File: config.mk
export PLATFORM = sky130hd
export DESIGN_NAME = txps_top
export DESIGN_NICKNAME = d
export VERILOG_FILES = /design/src/txps_pkg.sv /design/src/txps_shaper.sv /design/src/txps_monitor.sv /design/src/txps_top.sv
export VERILOG_INCLUDE_DIRS = /design/src /design/src/src
export SDC_FILE = /design/constraint.sdc
export NUM_CORES = 1
export LEC_CHECK = 0
export BUFFER_PORTS_ARGS = -buffer_cell sky130_fd_sc_hd__buf_2
export CAP_MARGIN = 20
export CORE_UTILIZATION = 35
export CTS_CLUSTER_SIZE = 14
export DETAILED_ROUTE_END_ITERATION = 12
export SKIP_LAST_GASP = 1
export SLEW_MARGIN = 10
export SYNTH_ARGS = -nofsm -noshare
export SYNTH_HDL_FRONTEND = slang
export SYNTH_HIERARCHICAL = 1
export SYNTH_SLANG_ARGS = --single-unit
File: constraint.sdc
create_clock -name clock -period 2.2 [get_ports clock]
set_clock_uncertainty 0.1 [all_clocks]
set_input_delay 0.11 -clock clock [delete_from_list [all_inputs] [get_ports clock]]
set_output_delay 0.11 -clock clock [all_outputs]
set_load 0.02 [all_outputs]
File: src/txps_params.svh
// Offsets, field positions, reset values and counts of the pulse shaper and line monitor
`ifndef TXPS_PARAMS_SVH
`define TXPS_PARAMS_SVH

// Register byte offsets
`define TXPS_OFF_CTRL 8'h00
`define TXPS_OFF_LEGACY 8'h04
`define TXPS_OFF_LSTAT 8'h08
`define TXPS_OFF_IRQ_STAT 8'h0c
`define TXPS_OFF_IRQ_MASK 8'h10
`define TXPS_AMP_PAGE 2'h1

// Control register fields
`define TXPS_CTRL_SEL 0
`define TXPS_CTRL_ATD 1
`define TXPS_CTRL_T1 2
`define TXPS_CTRL_LBO 3

// Line status and interrupt fields
`define TXPS_ST_ONES 0
`define TXPS_ST_HC 1
`define TXPS_ST_HIZ 2

// Reset values
`define TXPS_LEG0_RST 8'h7b
`define TXPS_LEG1_RST 8'h03
`define TXPS_LEG2_RST 8'h40
`define TXPS_AMP_LO_RST 8'h38
`define TXPS_AMP_HI_RST 8'h00

// Built-in T1 short-range shape used ahead of the attenuator
`define TXPS_T1S_B0 8'hd7
`define TXPS_T1S_B1 8'h22
`define TXPS_T1S_B2 8'h11

// Monitor thresholds
`define TXPS_HC_PULSES 2'h3
`define TXPS_ZERO_LIMIT 6'h1f

`endif

File: src/txps_pkg.sv
// Types shared by the pulse shaper, the top level and the bench
package txps_pkg;
    typedef logic signed [7:0] txps_amp_t;
    typedef enum {TXPS_LEGACY, TXPS_LEGACY_LBO, TXPS_TABLE} txps_mode_t;
endpackage

File: src/txps_shaper.sv
// Pulse shape generation from legacy bytes, the built-in T1 shape under attenuation, or the per-sample amplitude table
`timescale 1ns/1ps
`default_nettype none
`include "txps_params.svh"
module txps_shaper import txps_pkg::*; #(
    parameter int NSAMP = 16
) (
    input wire logic clock,
    input wire logic rstn,
    input wire logic sym_strobe,
    input wire logic samp_strobe,
    input wire logic tx_mark,
    input wire logic pulse_table_select,
    input wire logic t1_mode,
    input wire logic [1:0] lbo_field,
    input wire logic [23:0] legacy_bytes,
    input wire txps_amp_t amp_tbl [NSAMP],
    output txps_mode_t shape_mode,
    output txps_amp_t sample_level,
    output logic [1:0] line_buildout_atten,
    output logic [23:0] legacy_coef,
    output logic tx_line_out_a,
    output logic tx_line_out_b
);
    localparam int IW = $clog2(NSAMP);
    logic [$clog2(NSAMP)-1:0] idx_ff;
    logic mark_ff;
    logic pol_ff;
    logic [1:0] lbo_eff;
    txps_mode_t nxt_mode;

    // Attenuation only exists in T1 mode; zero means none
    assign lbo_eff = t1_mode ? lbo_field : 2'h0;

    // Source of the shape
    always_comb begin
        if (pulse_table_select) begin
            nxt_mode = TXPS_TABLE;
        end else if (lbo_eff != 2'h0) begin
            nxt_mode = TXPS_LEGACY_LBO;
        end else begin
            nxt_mode = TXPS_LEGACY;
        end
    end

    // Sample index and alternating mark polarity
    always_ff @(posedge clock) begin
        if (!rstn) begin
            idx_ff <= '0;
            mark_ff <= 1'b0;
            pol_ff <= 1'b0;
        end else if (sym_strobe) begin
            idx_ff <= '0;
            mark_ff <= tx_mark;
            if (tx_mark) begin
                pol_ff <= ~pol_ff;
            end
        end else if (samp_strobe) begin
            idx_ff <= idx_ff + IW'(1);
        end
    end

    // Shaped outputs; the attenuator setting passes on in every mode
    always_ff @(posedge clock) begin
        if (!rstn) begin
            shape_mode <= TXPS_LEGACY;
            sample_level <= '0;
            line_buildout_atten <= 2'h0;
            legacy_coef <= '0;
            tx_line_out_a <= 1'b0;
            tx_line_out_b <= 1'b0;
        end else begin
            shape_mode <= nxt_mode;
            line_buildout_atten <= lbo_eff;
            tx_line_out_a <= mark_ff & pol_ff;
            tx_line_out_b <= mark_ff & ~pol_ff;
            case (nxt_mode)
                TXPS_TABLE: begin
                    legacy_coef <= '0;
                    // Signed entries; the second mark polarity inverts them
                    if (!mark_ff) begin
                        sample_level <= '0;
                    end else if (pol_ff) begin
                        sample_level <= amp_tbl[idx_ff];
                    end else begin
                        sample_level <= -amp_tbl[idx_ff];
                    end
                end
                TXPS_LEGACY_LBO: begin
                    sample_level <= '0;
                    legacy_coef <= {`TXPS_T1S_B2, `TXPS_T1S_B1, `TXPS_T1S_B0};
                end
                default: begin
                    sample_level <= '0;
                    legacy_coef <= legacy_bytes;
                end
            endcase
        end
    end

    a_lbo_override: assert property (@(posedge clock) disable iff (!rstn)
        (!pulse_table_select && t1_mode && lbo_field != 2'h0)
        |=> legacy_coef == 24'h1122d7)
        else $error("Built-in T1 shape not used under attenuation");
    a_atten_t1_only: assert property (@(posedge clock) disable iff (!rstn)
        !t1_mode |=> line_buildout_atten == 2'h0)
        else $error("Attenuation active outside T1 mode");
endmodule
`default_nettype wire

File: src/txps_monitor.sv
// Transmit line monitor: zero runs, over-current and driver tri-state
`timescale 1ns/1ps
`default_nettype none
`include "txps_params.svh"
module txps_monitor (
    input wire logic clock,
    input wire logic rstn,
    input wire logic sym_strobe,
    input wire logic tx_mark,
    input wire logic over_current,
    input wire logic auto_tristate_disable,
    output logic tx_ones_density_fault,
    output logic tx_high_current_fault,
    output logic driver_hiz,
    output logic ones_change,
    output logic hc_change
);
    logic [5:0] zero_cnt_ff;
    logic [1:0] hc_cnt_ff;
    logic ones_prev_ff;
    logic hc_prev_ff;

    // Zero run counter, restarted by every mark
    always_ff @(posedge clock) begin
        if (!rstn) begin
            zero_cnt_ff <= '0;
            tx_ones_density_fault <= 1'b0;
        end else if (sym_strobe) begin
            if (tx_mark) begin
                zero_cnt_ff <= '0;
                tx_ones_density_fault <= 1'b0;
            end else begin
                if (zero_cnt_ff != 6'h3f) begin
                    zero_cnt_ff <= zero_cnt_ff + 6'h1;
                end
                if (zero_cnt_ff >= `TXPS_ZERO_LIMIT) begin
                    tx_ones_density_fault <= 1'b1;
                end
            end
        end
    end

    // Consecutive over-current pulses; released as soon as current drops
    always_ff @(posedge clock) begin
        if (!rstn) begin
            hc_cnt_ff <= '0;
        end else if (!over_current) begin
            hc_cnt_ff <= '0;
        end else if (sym_strobe && tx_mark && hc_cnt_ff != `TXPS_HC_PULSES) begin
            hc_cnt_ff <= hc_cnt_ff + 2'h1;
        end
    end

    assign tx_high_current_fault = (hc_cnt_ff == `TXPS_HC_PULSES);
    assign driver_hiz = tx_high_current_fault & ~auto_tristate_disable;

    // Change detection for the interrupt
    always_ff @(posedge clock) begin
        if (!rstn) begin
            ones_prev_ff <= 1'b0;
            hc_prev_ff <= 1'b0;
        end else begin
            ones_prev_ff <= tx_ones_density_fault;
            hc_prev_ff <= tx_high_current_fault;
        end
    end

    assign ones_change = ones_prev_ff ^ tx_ones_density_fault;
    assign hc_change = hc_prev_ff ^ tx_high_current_fault;

    a_zero_fault_set: assert property (@(posedge clock) disable iff (!rstn)
        (sym_strobe && !tx_mark && zero_cnt_ff == 6'h1f) |=> tx_ones_density_fault)
        else $error("Ones-density fault missing after 32 zeros");
    a_mark_clears: assert property (@(posedge clock) disable iff (!rstn)
        (sym_strobe && tx_mark) |=> (!tx_ones_density_fault && zero_cnt_ff == 6'h0))
        else $error("Mark did not clear zero run");
    a_hc_three: assert property (@(posedge clock) disable iff (!rstn)
        $rose(tx_high_current_fault) |-> $past(sym_strobe && tx_mark && over_current))
        else $error("High current declared without third pulse");
    a_hiz_release: assert property (@(posedge clock) disable iff (!rstn)
        (driver_hiz && !over_current) |=> !driver_hiz)
        else $error("Driver not released after current drop");
endmodule
`default_nettype wire

File: src/txps_top.sv
// AXI4-Lite register file, interrupt and wiring of the pulse shaper and line monitor
`timescale 1ns/1ps
`default_nettype none
`include "txps_params.svh"

////////////////////////////////////////////////////////////////////////////////

module txps_top import txps_pkg::*; #(
    parameter int NSAMP = 16
) (
    input wire logic clock,
    input wire logic rstn,
    input wire logic s_axi_awvalid,
    output logic s_axi_awready,
    input wire logic [7:0] s_axi_awaddr,
    input wire logic s_axi_wvalid,
    output logic s_axi_wready,
    input wire logic [31:0] s_axi_wdata,
    input wire logic [3:0] s_axi_wstrb,
    output logic s_axi_bvalid,
    input wire logic s_axi_bready,
    output logic [1:0] s_axi_bresp,
    input wire logic s_axi_arvalid,
    output logic s_axi_arready,
    input wire logic [7:0] s_axi_araddr,
    output logic s_axi_rvalid,
    input wire logic s_axi_rready,
    output logic [31:0] s_axi_rdata,
    output logic [1:0] s_axi_rresp,
    input wire logic sym_strobe,
    input wire logic samp_strobe,
    input wire logic tx_mark,
    input wire logic over_current,
    output logic irq,
    output txps_mode_t shape_mode,
    output txps_amp_t sample_level,
    output logic [1:0] line_buildout_atten,
    output logic [23:0] legacy_coef,
    output logic tx_line_out_a,
    output logic tx_line_out_b,
    output logic tx_line_oe
);

    ////////////////////////////////////////////////////////////////////////////////

    localparam logic [1:0] RESP_OKAY = 2'h0;
    localparam logic [1:0] RESP_SLVERR = 2'h2;

    // True for an address in the sample amplitude page
    function automatic logic is_amp(input logic [7:0] a);
        return a[7:6] == `TXPS_AMP_PAGE;
    endfunction

    // Byte lane merge under a write strobe
    function automatic logic [7:0] merge8(input logic [7:0] old, input logic [7:0] nw,
                                          input logic strb);
        return strb ? nw : old;
    endfunction

    logic aw_held_ff;
    logic w_held_ff;
    logic [7:0] awaddr_ff;
    logic [31:0] wdata_ff;
    logic [3:0] wstrb_ff;
    logic do_write;
    logic wr_hit;
    logic rd_hit;
    logic [31:0] rd_word;
    logic rd_take;

    logic pulse_table_select_ff;
    logic auto_tristate_disable_ff;
    logic t1_mode_ff;
    logic [1:0] lbo_ff;
    logic [7:0] leg_ff [3];
    txps_amp_t amp_ff [NSAMP];
    logic [1:0] irq_stat_ff;
    logic [1:0] irq_mask_ff;
    logic [2:0] line_status_reg;

    logic tx_ones_density_fault;
    logic tx_high_current_fault;
    logic driver_hiz;
    logic ones_change;
    logic hc_change;

    ////////////////////////////////////////////////////////////////////////////////

    // Write channels taken in either order, one write under way at a time
    assign s_axi_awready = !aw_held_ff && !s_axi_bvalid;
    assign s_axi_wready = !w_held_ff && !s_axi_bvalid;
    assign do_write = aw_held_ff && w_held_ff && !s_axi_bvalid;

    always_ff @(posedge clock) begin
        if (!rstn) begin
            aw_held_ff <= 1'b0;
            awaddr_ff <= '0;
        end else if (s_axi_awvalid && s_axi_awready) begin
            aw_held_ff <= 1'b1;
            awaddr_ff <= s_axi_awaddr;
        end else if (do_write) begin
            aw_held_ff <= 1'b0;
        end
    end

    always_ff @(posedge clock) begin
        if (!rstn) begin
            w_held_ff <= 1'b0;
            wdata_ff <= '0;
            wstrb_ff <= '0;
        end else if (s_axi_wvalid && s_axi_wready) begin
            w_held_ff <= 1'b1;
            wdata_ff <= s_axi_wdata;
            wstrb_ff <= s_axi_wstrb;
        end else if (do_write) begin
            w_held_ff <= 1'b0;
        end
    end

    // Address decode for writes
    always_comb begin
        case (awaddr_ff)
            `TXPS_OFF_CTRL, `TXPS_OFF_LEGACY, `TXPS_OFF_IRQ_MASK: wr_hit = 1'b1;
            default: wr_hit = is_amp(awaddr_ff) && awaddr_ff[1:0] == 2'h0;
        endcase
    end

    // Write response
    always_ff @(posedge clock) begin
        if (!rstn) begin
            s_axi_bvalid <= 1'b0;
            s_axi_bresp <= RESP_OKAY;
        end else if (do_write) begin
            s_axi_bvalid <= 1'b1;
            s_axi_bresp <= wr_hit ? RESP_OKAY : RESP_SLVERR;
        end else if (s_axi_bready) begin
            s_axi_bvalid <= 1'b0;
        end
    end

    ////////////////////////////////////////////////////////////////////////////////

    // Control bits; reset picks the legacy set and auto tri-state on
    always_ff @(posedge clock) begin
        if (!rstn) begin
            pulse_table_select_ff <= 1'b0;
            auto_tristate_disable_ff <= 1'b0;
            t1_mode_ff <= 1'b0;
            lbo_ff <= 2'h0;
            irq_mask_ff <= 2'h0;
        end else if (do_write && wstrb_ff[0]) begin
            if (awaddr_ff == `TXPS_OFF_CTRL) begin
                pulse_table_select_ff <= wdata_ff[`TXPS_CTRL_SEL];
                auto_tristate_disable_ff <= wdata_ff[`TXPS_CTRL_ATD];
                t1_mode_ff <= wdata_ff[`TXPS_CTRL_T1];
                lbo_ff <= wdata_ff[`TXPS_CTRL_LBO+1:`TXPS_CTRL_LBO];
            end
            if (awaddr_ff == `TXPS_OFF_IRQ_MASK) begin
                irq_mask_ff <= wdata_ff[1:0];
            end
        end
    end

    // Legacy shape bytes, reset to an unreduced E1 pulse
    always_ff @(posedge clock) begin
        if (!rstn) begin
            leg_ff[0] <= `TXPS_LEG0_RST;
            leg_ff[1] <= `TXPS_LEG1_RST;
            leg_ff[2] <= `TXPS_LEG2_RST;
        end else if (do_write && awaddr_ff == `TXPS_OFF_LEGACY) begin
            for (int i = 0; i < 3; i++) begin
                leg_ff[i] <= merge8(leg_ff[i], wdata_ff[8*i +: 8], wstrb_ff[i]);
            end
        end
    end

    // Sample amplitude table; first half at full E1 level, rest zero
    always_ff @(posedge clock) begin
        if (!rstn) begin
            for (int i = 0; i < NSAMP; i++) begin
                amp_ff[i] <= (i < NSAMP / 2) ? `TXPS_AMP_LO_RST : `TXPS_AMP_HI_RST;
            end
        end else if (do_write && is_amp(awaddr_ff) && awaddr_ff[1:0] == 2'h0) begin
            amp_ff[awaddr_ff[5:2]] <= merge8(amp_ff[awaddr_ff[5:2]], wdata_ff[7:0],
                                             wstrb_ff[0]);
        end
    end

    ////////////////////////////////////////////////////////////////////////////////

    // Line status view of the monitor
    assign line_status_reg[`TXPS_ST_ONES] = tx_ones_density_fault;
    assign line_status_reg[`TXPS_ST_HC] = tx_high_current_fault;
    assign line_status_reg[`TXPS_ST_HIZ] = driver_hiz;

    // Read data and decode
    always_comb begin
        rd_word = 32'h0;
        rd_hit = 1'b1;
        case (s_axi_araddr)
            `TXPS_OFF_CTRL: rd_word = {27'h0, lbo_ff, t1_mode_ff, auto_tristate_disable_ff,
                                       pulse_table_select_ff};
            `TXPS_OFF_LEGACY: rd_word = {8'h0, leg_ff[2], leg_ff[1], leg_ff[0]};
            `TXPS_OFF_LSTAT: rd_word = {29'h0, line_status_reg};
            `TXPS_OFF_IRQ_STAT: rd_word = {30'h0, irq_stat_ff};
            `TXPS_OFF_IRQ_MASK: rd_word = {30'h0, irq_mask_ff};
            default: begin
                if (is_amp(s_axi_araddr) && s_axi_araddr[1:0] == 2'h0) begin
                    rd_word = {{24{amp_ff[s_axi_araddr[5:2]][7]}}, amp_ff[s_axi_araddr[5:2]]};
                end else begin
                    rd_hit = 1'b0;
                end
            end
        endcase
    end

    assign s_axi_arready = !s_axi_rvalid;
    assign rd_take = s_axi_arvalid && s_axi_arready;

    // Read response, one cycle after the address is taken
    always_ff @(posedge clock) begin
        if (!rstn) begin
            s_axi_rvalid <= 1'b0;
            s_axi_rdata <= '0;
            s_axi_rresp <= RESP_OKAY;
        end else if (rd_take) begin
            s_axi_rvalid <= 1'b1;
            s_axi_rdata <= rd_word;
            s_axi_rresp <= rd_hit ? RESP_OKAY : RESP_SLVERR;
        end else if (s_axi_rready) begin
            s_axi_rvalid <= 1'b0;
        end
    end

    ////////////////////////////////////////////////////////////////////////////////

    // Sticky change bits; a read clears them but a same-cycle event wins
    always_ff @(posedge clock) begin
        if (!rstn) begin
            irq_stat_ff <= 2'h0;
        end else begin
            irq_stat_ff <= ((rd_take && s_axi_araddr == `TXPS_OFF_IRQ_STAT) ? 2'h0 : irq_stat_ff)
                           | {hc_change, ones_change};
        end
    end

    assign irq = |(irq_stat_ff & irq_mask_ff);
    assign tx_line_oe = !driver_hiz;

    ////////////////////////////////////////////////////////////////////////////////

    txps_shaper #(
        .NSAMP(NSAMP)
    ) u_shaper (
        .clock(clock),
        .rstn(rstn),
        .sym_strobe(sym_strobe),
        .samp_strobe(samp_strobe),
        .tx_mark(tx_mark),
        .pulse_table_select(pulse_table_select_ff),
        .t1_mode(t1_mode_ff),
        .lbo_field(lbo_ff),
        .legacy_bytes({leg_ff[2], leg_ff[1], leg_ff[0]}),
        .amp_tbl(amp_ff),
        .shape_mode(shape_mode),
        .sample_level(sample_level),
        .line_buildout_atten(line_buildout_atten),
        .legacy_coef(legacy_coef),
        .tx_line_out_a(tx_line_out_a),
        .tx_line_out_b(tx_line_out_b)
    );

    txps_monitor u_monitor (
        .clock(clock),
        .rstn(rstn),
        .sym_strobe(sym_strobe),
        .tx_mark(tx_mark),
        .over_current(over_current),
        .auto_tristate_disable(auto_tristate_disable_ff),
        .tx_ones_density_fault(tx_ones_density_fault),
        .tx_high_current_fault(tx_high_current_fault),
        .driver_hiz(driver_hiz),
        .ones_change(ones_change),
        .hc_change(hc_change)
    );

    ////////////////////////////////////////////////////////////////////////////////

    a_reset_legacy: assert property (@(posedge clock)
        !rstn |=> (!pulse_table_select_ff && leg_ff[0] == 8'h7b && leg_ff[2] == 8'h40))
        else $error("Reset did not restore legacy shape");
    a_reset_table: assert property (@(posedge clock)
        !rstn |=> (amp_ff[0] == 8'sh38 && amp_ff[7] == 8'sh38 && amp_ff[8] == 8'sh00))
        else $error("Reset did not restore sample table");
    a_table_mode: assert property (@(posedge clock) disable iff (!rstn)
        pulse_table_select_ff |=> shape_mode == TXPS_TABLE)
        else $error("Table select ignored");
    a_hc_status: assert property (@(posedge clock) disable iff (!rstn)
        (rd_take && s_axi_araddr == `TXPS_OFF_LSTAT)
        |=> s_axi_rdata[`TXPS_ST_HC] == $past(tx_high_current_fault))
        else $error("High-current status bit wrong");
    a_irq_on_change: assert property (@(posedge clock) disable iff (!rstn)
        (ones_change && irq_mask_ff[0]) |=> irq)
        else $error("No interrupt on ones-density change");
    a_tristate: assert property (@(posedge clock) disable iff (!rstn)
        (tx_high_current_fault && !auto_tristate_disable_ff) |-> !tx_line_oe)
        else $error("Driver enabled during high current");

endmodule
`default_nettype wire

==> out/qor.yml <==
outcome:
  status: "finished with violations"
  failed_checks: "setup timing"
yosys:
  synth.distinct_cells: 82
  ys_ff_latch: 282
  yosys.area_share.adder_pct: 0.3396
  netlist_instances: 1521
  synth_top_family_by_area: "multiplexers"
  synth_area_leader_cell: "dfxtp_1"
  synth_simple_gate_area_share_pct: 17.41
  synthMuxAreaShare_pct: 18.98
  synthArstFlopShare_pct: 0
  ys_seq_area_share_pct: 39.94
  synthTopCellsByArea: "dfxtp_1 35%, mux4_2 11%, mux2i_1 5.3%"
  synth_xor_area_share_pct: 0.5349
  synth-edff-count: 24
  syn_avg_cell_area_um2: 9.689
  yosys.area.top_type_share_pct: 35.05
  synth_warnings: 6
  synth_compound_area_share_pct: 16.26
  synth_ff_type: "dfxtp_1"
  synth_area_um2: 14740
setup_path:
  ff2ff_setup_slack_ns: -0.27
  crit_required_ns: 2.57
  reg2reg_depth: 10
  crit_fanout: 10
  slowest_delay_ns: 0.45
  path_class: "reg -> reg"
  critPathArrivalTime_ns: 2.84
  r2r_start: "u_shaper/idx_ff[0]$_SDFFE_PP0P_"
  rr_endpoint: "u_shaper/sample_level[6]$_SDFF_PN0_"
  cp_cell_sequence: "buf_12, buf_12, buf_4, mux2i_1, a221oi_2, a21oi_2, o2111ai_4, buf_4, o31a_1, mux2i_1"
  crit_path_end_kind: "flop"
  worst_setup_path_start_kind: "flop"
  critPathSlowestCell: "a221oi_2"
  cp_top_family: "compound AO/OA/AOI/OAI gates"
  cp_num_buf_inv: 4
global_route:
  first_global_vias: 13060
  track_usage_pct: 23.43
  gr-total-overflow: 0
  antenna_found_initial: 0
  grt_start_max_net_pins: 60
  grt_first_pass_wirelength_um: 78410
hold_path:
  hp-start: "s_axi_wvalid"
  worstHoldEndpoint: "w_held_ff$_SDFFE_PN0P_"
  whs_path_depth: 4
  hp-class: "in -> reg"
cells_and_area:
  layout_commonest_cell: "dfxtp_1"
  final_cell_mix: "254 x dfxtp_1, 214 x buf_4, 193 x nand2_1, 131 x buf_2, 77 x mux2i_1"
  drive_above_1_share_pct: 32.84
  syn2layout_area_growth_pct: 33.13
  antenna_cells: 0
  nets: 1937
routing:
  num_vias: 13483
  drt_iter0_markers: 1039
  ant_nets: 0
  drc: 0
  via_per_inst: 5.558
  routed_wirelength_um: 51560
  avgRoutedWirePerCell_um: 21.25
  first_pass_iters: 5
sta:
  layout_min_cycle_time_ns: 2.472
  slew_headroom_pct: 14.68
  fmax_mhz: 404.6
  worst_pin_slew_ns: 1.266
  setup_violations: 6
  finalWorstSetupSlack_ns: -0.2716
  hold_violations: 0
  rsz0062_at_grt: "yes"
  fin_crit_sh_pct: 112.3
  slew_violations: 0
die:
  core.rowCount: 74
  dieHeight_um: 207.2
  start_util_pct: 35.77
  core_area_um2: 41200
  io_pins: 174
  die-width_um: 207.2
  die_area_um2: 42930
power:
  power_density_nw_per_um2: 645.3
  p_leak_uw: 0.007831
  power.total_uw: 12660
  peakVddDrop_uv: 370.4
clock_tree:
  numClockSinks: 282
  cts-root-buf: "clkbuf_16"
  htree_levels: 2
  cts_tree: "done"
  clkLatencyLatePin_ns: 0.55
  clkTransAtPathRegs_ns: 0.05
  clockBufferDepth: 3
  cts_buffers: 35
placement:
  dp_slack_ns: -0.3235
  hpwl_um: 37850
  gp_congestion: 0.9418
  portBuffers: 132
run:
  drv_cap: 0
==> stage by stage <==
| stage | hold WS, ns | utilization [%] | area, µm² | std cells | TNS (ns) |
|---|---|---|---|---|---|
| 2_1_floorplan | 0.1460 | - | 14920 | 1551 | -0.2953 |
| 3_3_place_gp | 0.2530 | 42.35 | 17450 | 2289 | -2.432 |
| 3_5_place_dp | 0.2584 | 42.35 | 17450 | 2289 | -5.480 |
| 4_1_cts | 0.002972 | 46.73 | 19250 | 2411 | -0.9374 |
| 5_1_grt | 0.04401 | 47.62 | 19620 | 2426 | -2.295 |
| 6_report | 0.01122 | 47.62 | 19620 | 2426 | -0.9233 |
==> kinds of logic (layout without fill, tap and decap cells) <==
logic type	count (synthesis)	count (layout)
AOI/OAI and AO/OA	359	359
and+or+nand+nor	496	496
other	2	32
adders and majority gates	4	4
DFF	282	282
buffers and inverters	184	527
muxes	185	185
xor gates and xnor gates	9	9
==> per-layer routing <==
layer  track usage (%)  wire length, µm  up-vias  share of wire (%)
met5                 0                0        -                  0
met4             8.312             1427        0                2.8
met3             3.244             3425       83                6.6
met2             38.28            24320      515                 47
met1             31.65            22390     6609                 43
li1                  -                -     6276                  -
==> report_power, final <==
part           internal [µW]  switching (µW)  leakage (µW)
combinational            665             917       0.00496
clock                   3390            2300      0.000552
sequential              5290            94.9       0.00231
total                   9350            3310       0.00783
==> cell usage after synthesis, types with 5 or more instances <==
| cell type | n |
|---|---|
| o211a_1 | 18 |
| a311oi_1 | 10 |
| edfxtp_1 | 24 |
| nand4_1 | 8 |
| inv_1 | 19 |
| dfxtp_1 | 258 |
| mux2i_1 | 78 |
| nand3b_1 | 5 |
| a211oi_1 | 18 |
| a21oi_1 | 76 |
| nand2_1 | 193 |
| buf_4 | 46 |
| nor2_1 | 73 |
| o22ai_1 | 42 |
| nor2b_1 | 17 |
| clkbuf_1 | 62 |
| o21a_1 | 5 |
| a222oi_1 | 8 |
| or3_1 | 5 |
| nand2b_1 | 20 |
| o21ai_1 | 6 |
| o21ai_0 | 70 |
| and2_1 | 42 |
| nand3_1 | 67 |
| mux2_2 | 35 |
| buf_1 | 9 |
| nor3_1 | 12 |
| a22oi_1 | 10 |
| a31oi_1 | 23 |
| buf_2 | 42 |
| o31ai_1 | 16 |
| a21o_1 | 5 |
| mux4_2 | 72 |
| and3_1 | 8 |
| xnor2_1 | 5 |
| a221oi_1 | 13 |
| o211ai_1 | 11 |
| nor3b_1 | 5 |
==> flip-flops by register name (all words and copies together), names as in the netlist, 3 cells and up <==
register               flops
u_shaper/sample_level      8
u_shaper/idx_ff            4
s_axi_rdata               25
wdata_ff                  24
awaddr_ff                  8
u_monitor/zero_cnt_ff      6
leg_ff                    24
wstrb_ff                   3
u_shaper/legacy_coef      24
amp_ff                   128
==> what timing repair did <==
item                                   CTS  global route
setup buffers                            6            14
resized for setup                       14            55
setup endpoints to repair               85            77
hold buffers                            55             0
endpoints found under the hold margin   74             0
pin swaps                                8            15
gates cloned                             0             2
==> area by class of cell <==
class	instances	area, µm²
Sequential cell	282	5896
Inverter	20	75.07
Timing Repair Buffer	446	3623
Fill cell	3857	21580
Clock inverter	18	182.7
Tap cell	532	665.6
Multi-Input combinational cell	1085	8239
Clock buffer	43	937.1
==> worst max-delay path by stage <==
stage / startpoint / to / slack (ns) / cells past startpoint
floorplan: u_shaper/idx_ff[0]$_SDFFE_PP0P_ / u_shaper/sample_level[7]$_SDFF_PN0_ / -0.12 / 8
global placement: u_shaper/idx_ff[0]$_SDFFE_PP0P_ / u_shaper/sample_level[5]$_SDFF_PN0_ / -0.23 / 7
detailed placement: u_shaper/idx_ff[0]$_SDFFE_PP0P_ / u_shaper/sample_level[5]$_SDFF_PN0_ / -0.32 / 7
CTS: u_shaper/idx_ff[0]$_SDFFE_PP0P_ / u_shaper/sample_level[6]$_SDFF_PN0_ / -0.21 / 8
global route: u_shaper/idx_ff[1]$_SDFFE_PP0P_ / u_shaper/sample_level[4]$_SDFF_PN0_ / -0.28 / 9
finish: u_shaper/idx_ff[0]$_SDFFE_PP0P_ / u_shaper/sample_level[6]$_SDFF_PN0_ / -0.27 / 10
==> worst reg2reg max path, stage by stage (launching register included) <==
cell and delay, ns:
dfxtp_2 0.33, buf_12 0.14, buf_12 0.15, buf_4 0.13, mux2i_1 0.15, a221oi_2 0.45
a21oi_2 0.15, o2111ai_4 0.29, buf_4 0.16, o31a_1 0.14, mux2i_1 0.19
Note: power is estimated with default switching activity, not from simulation.
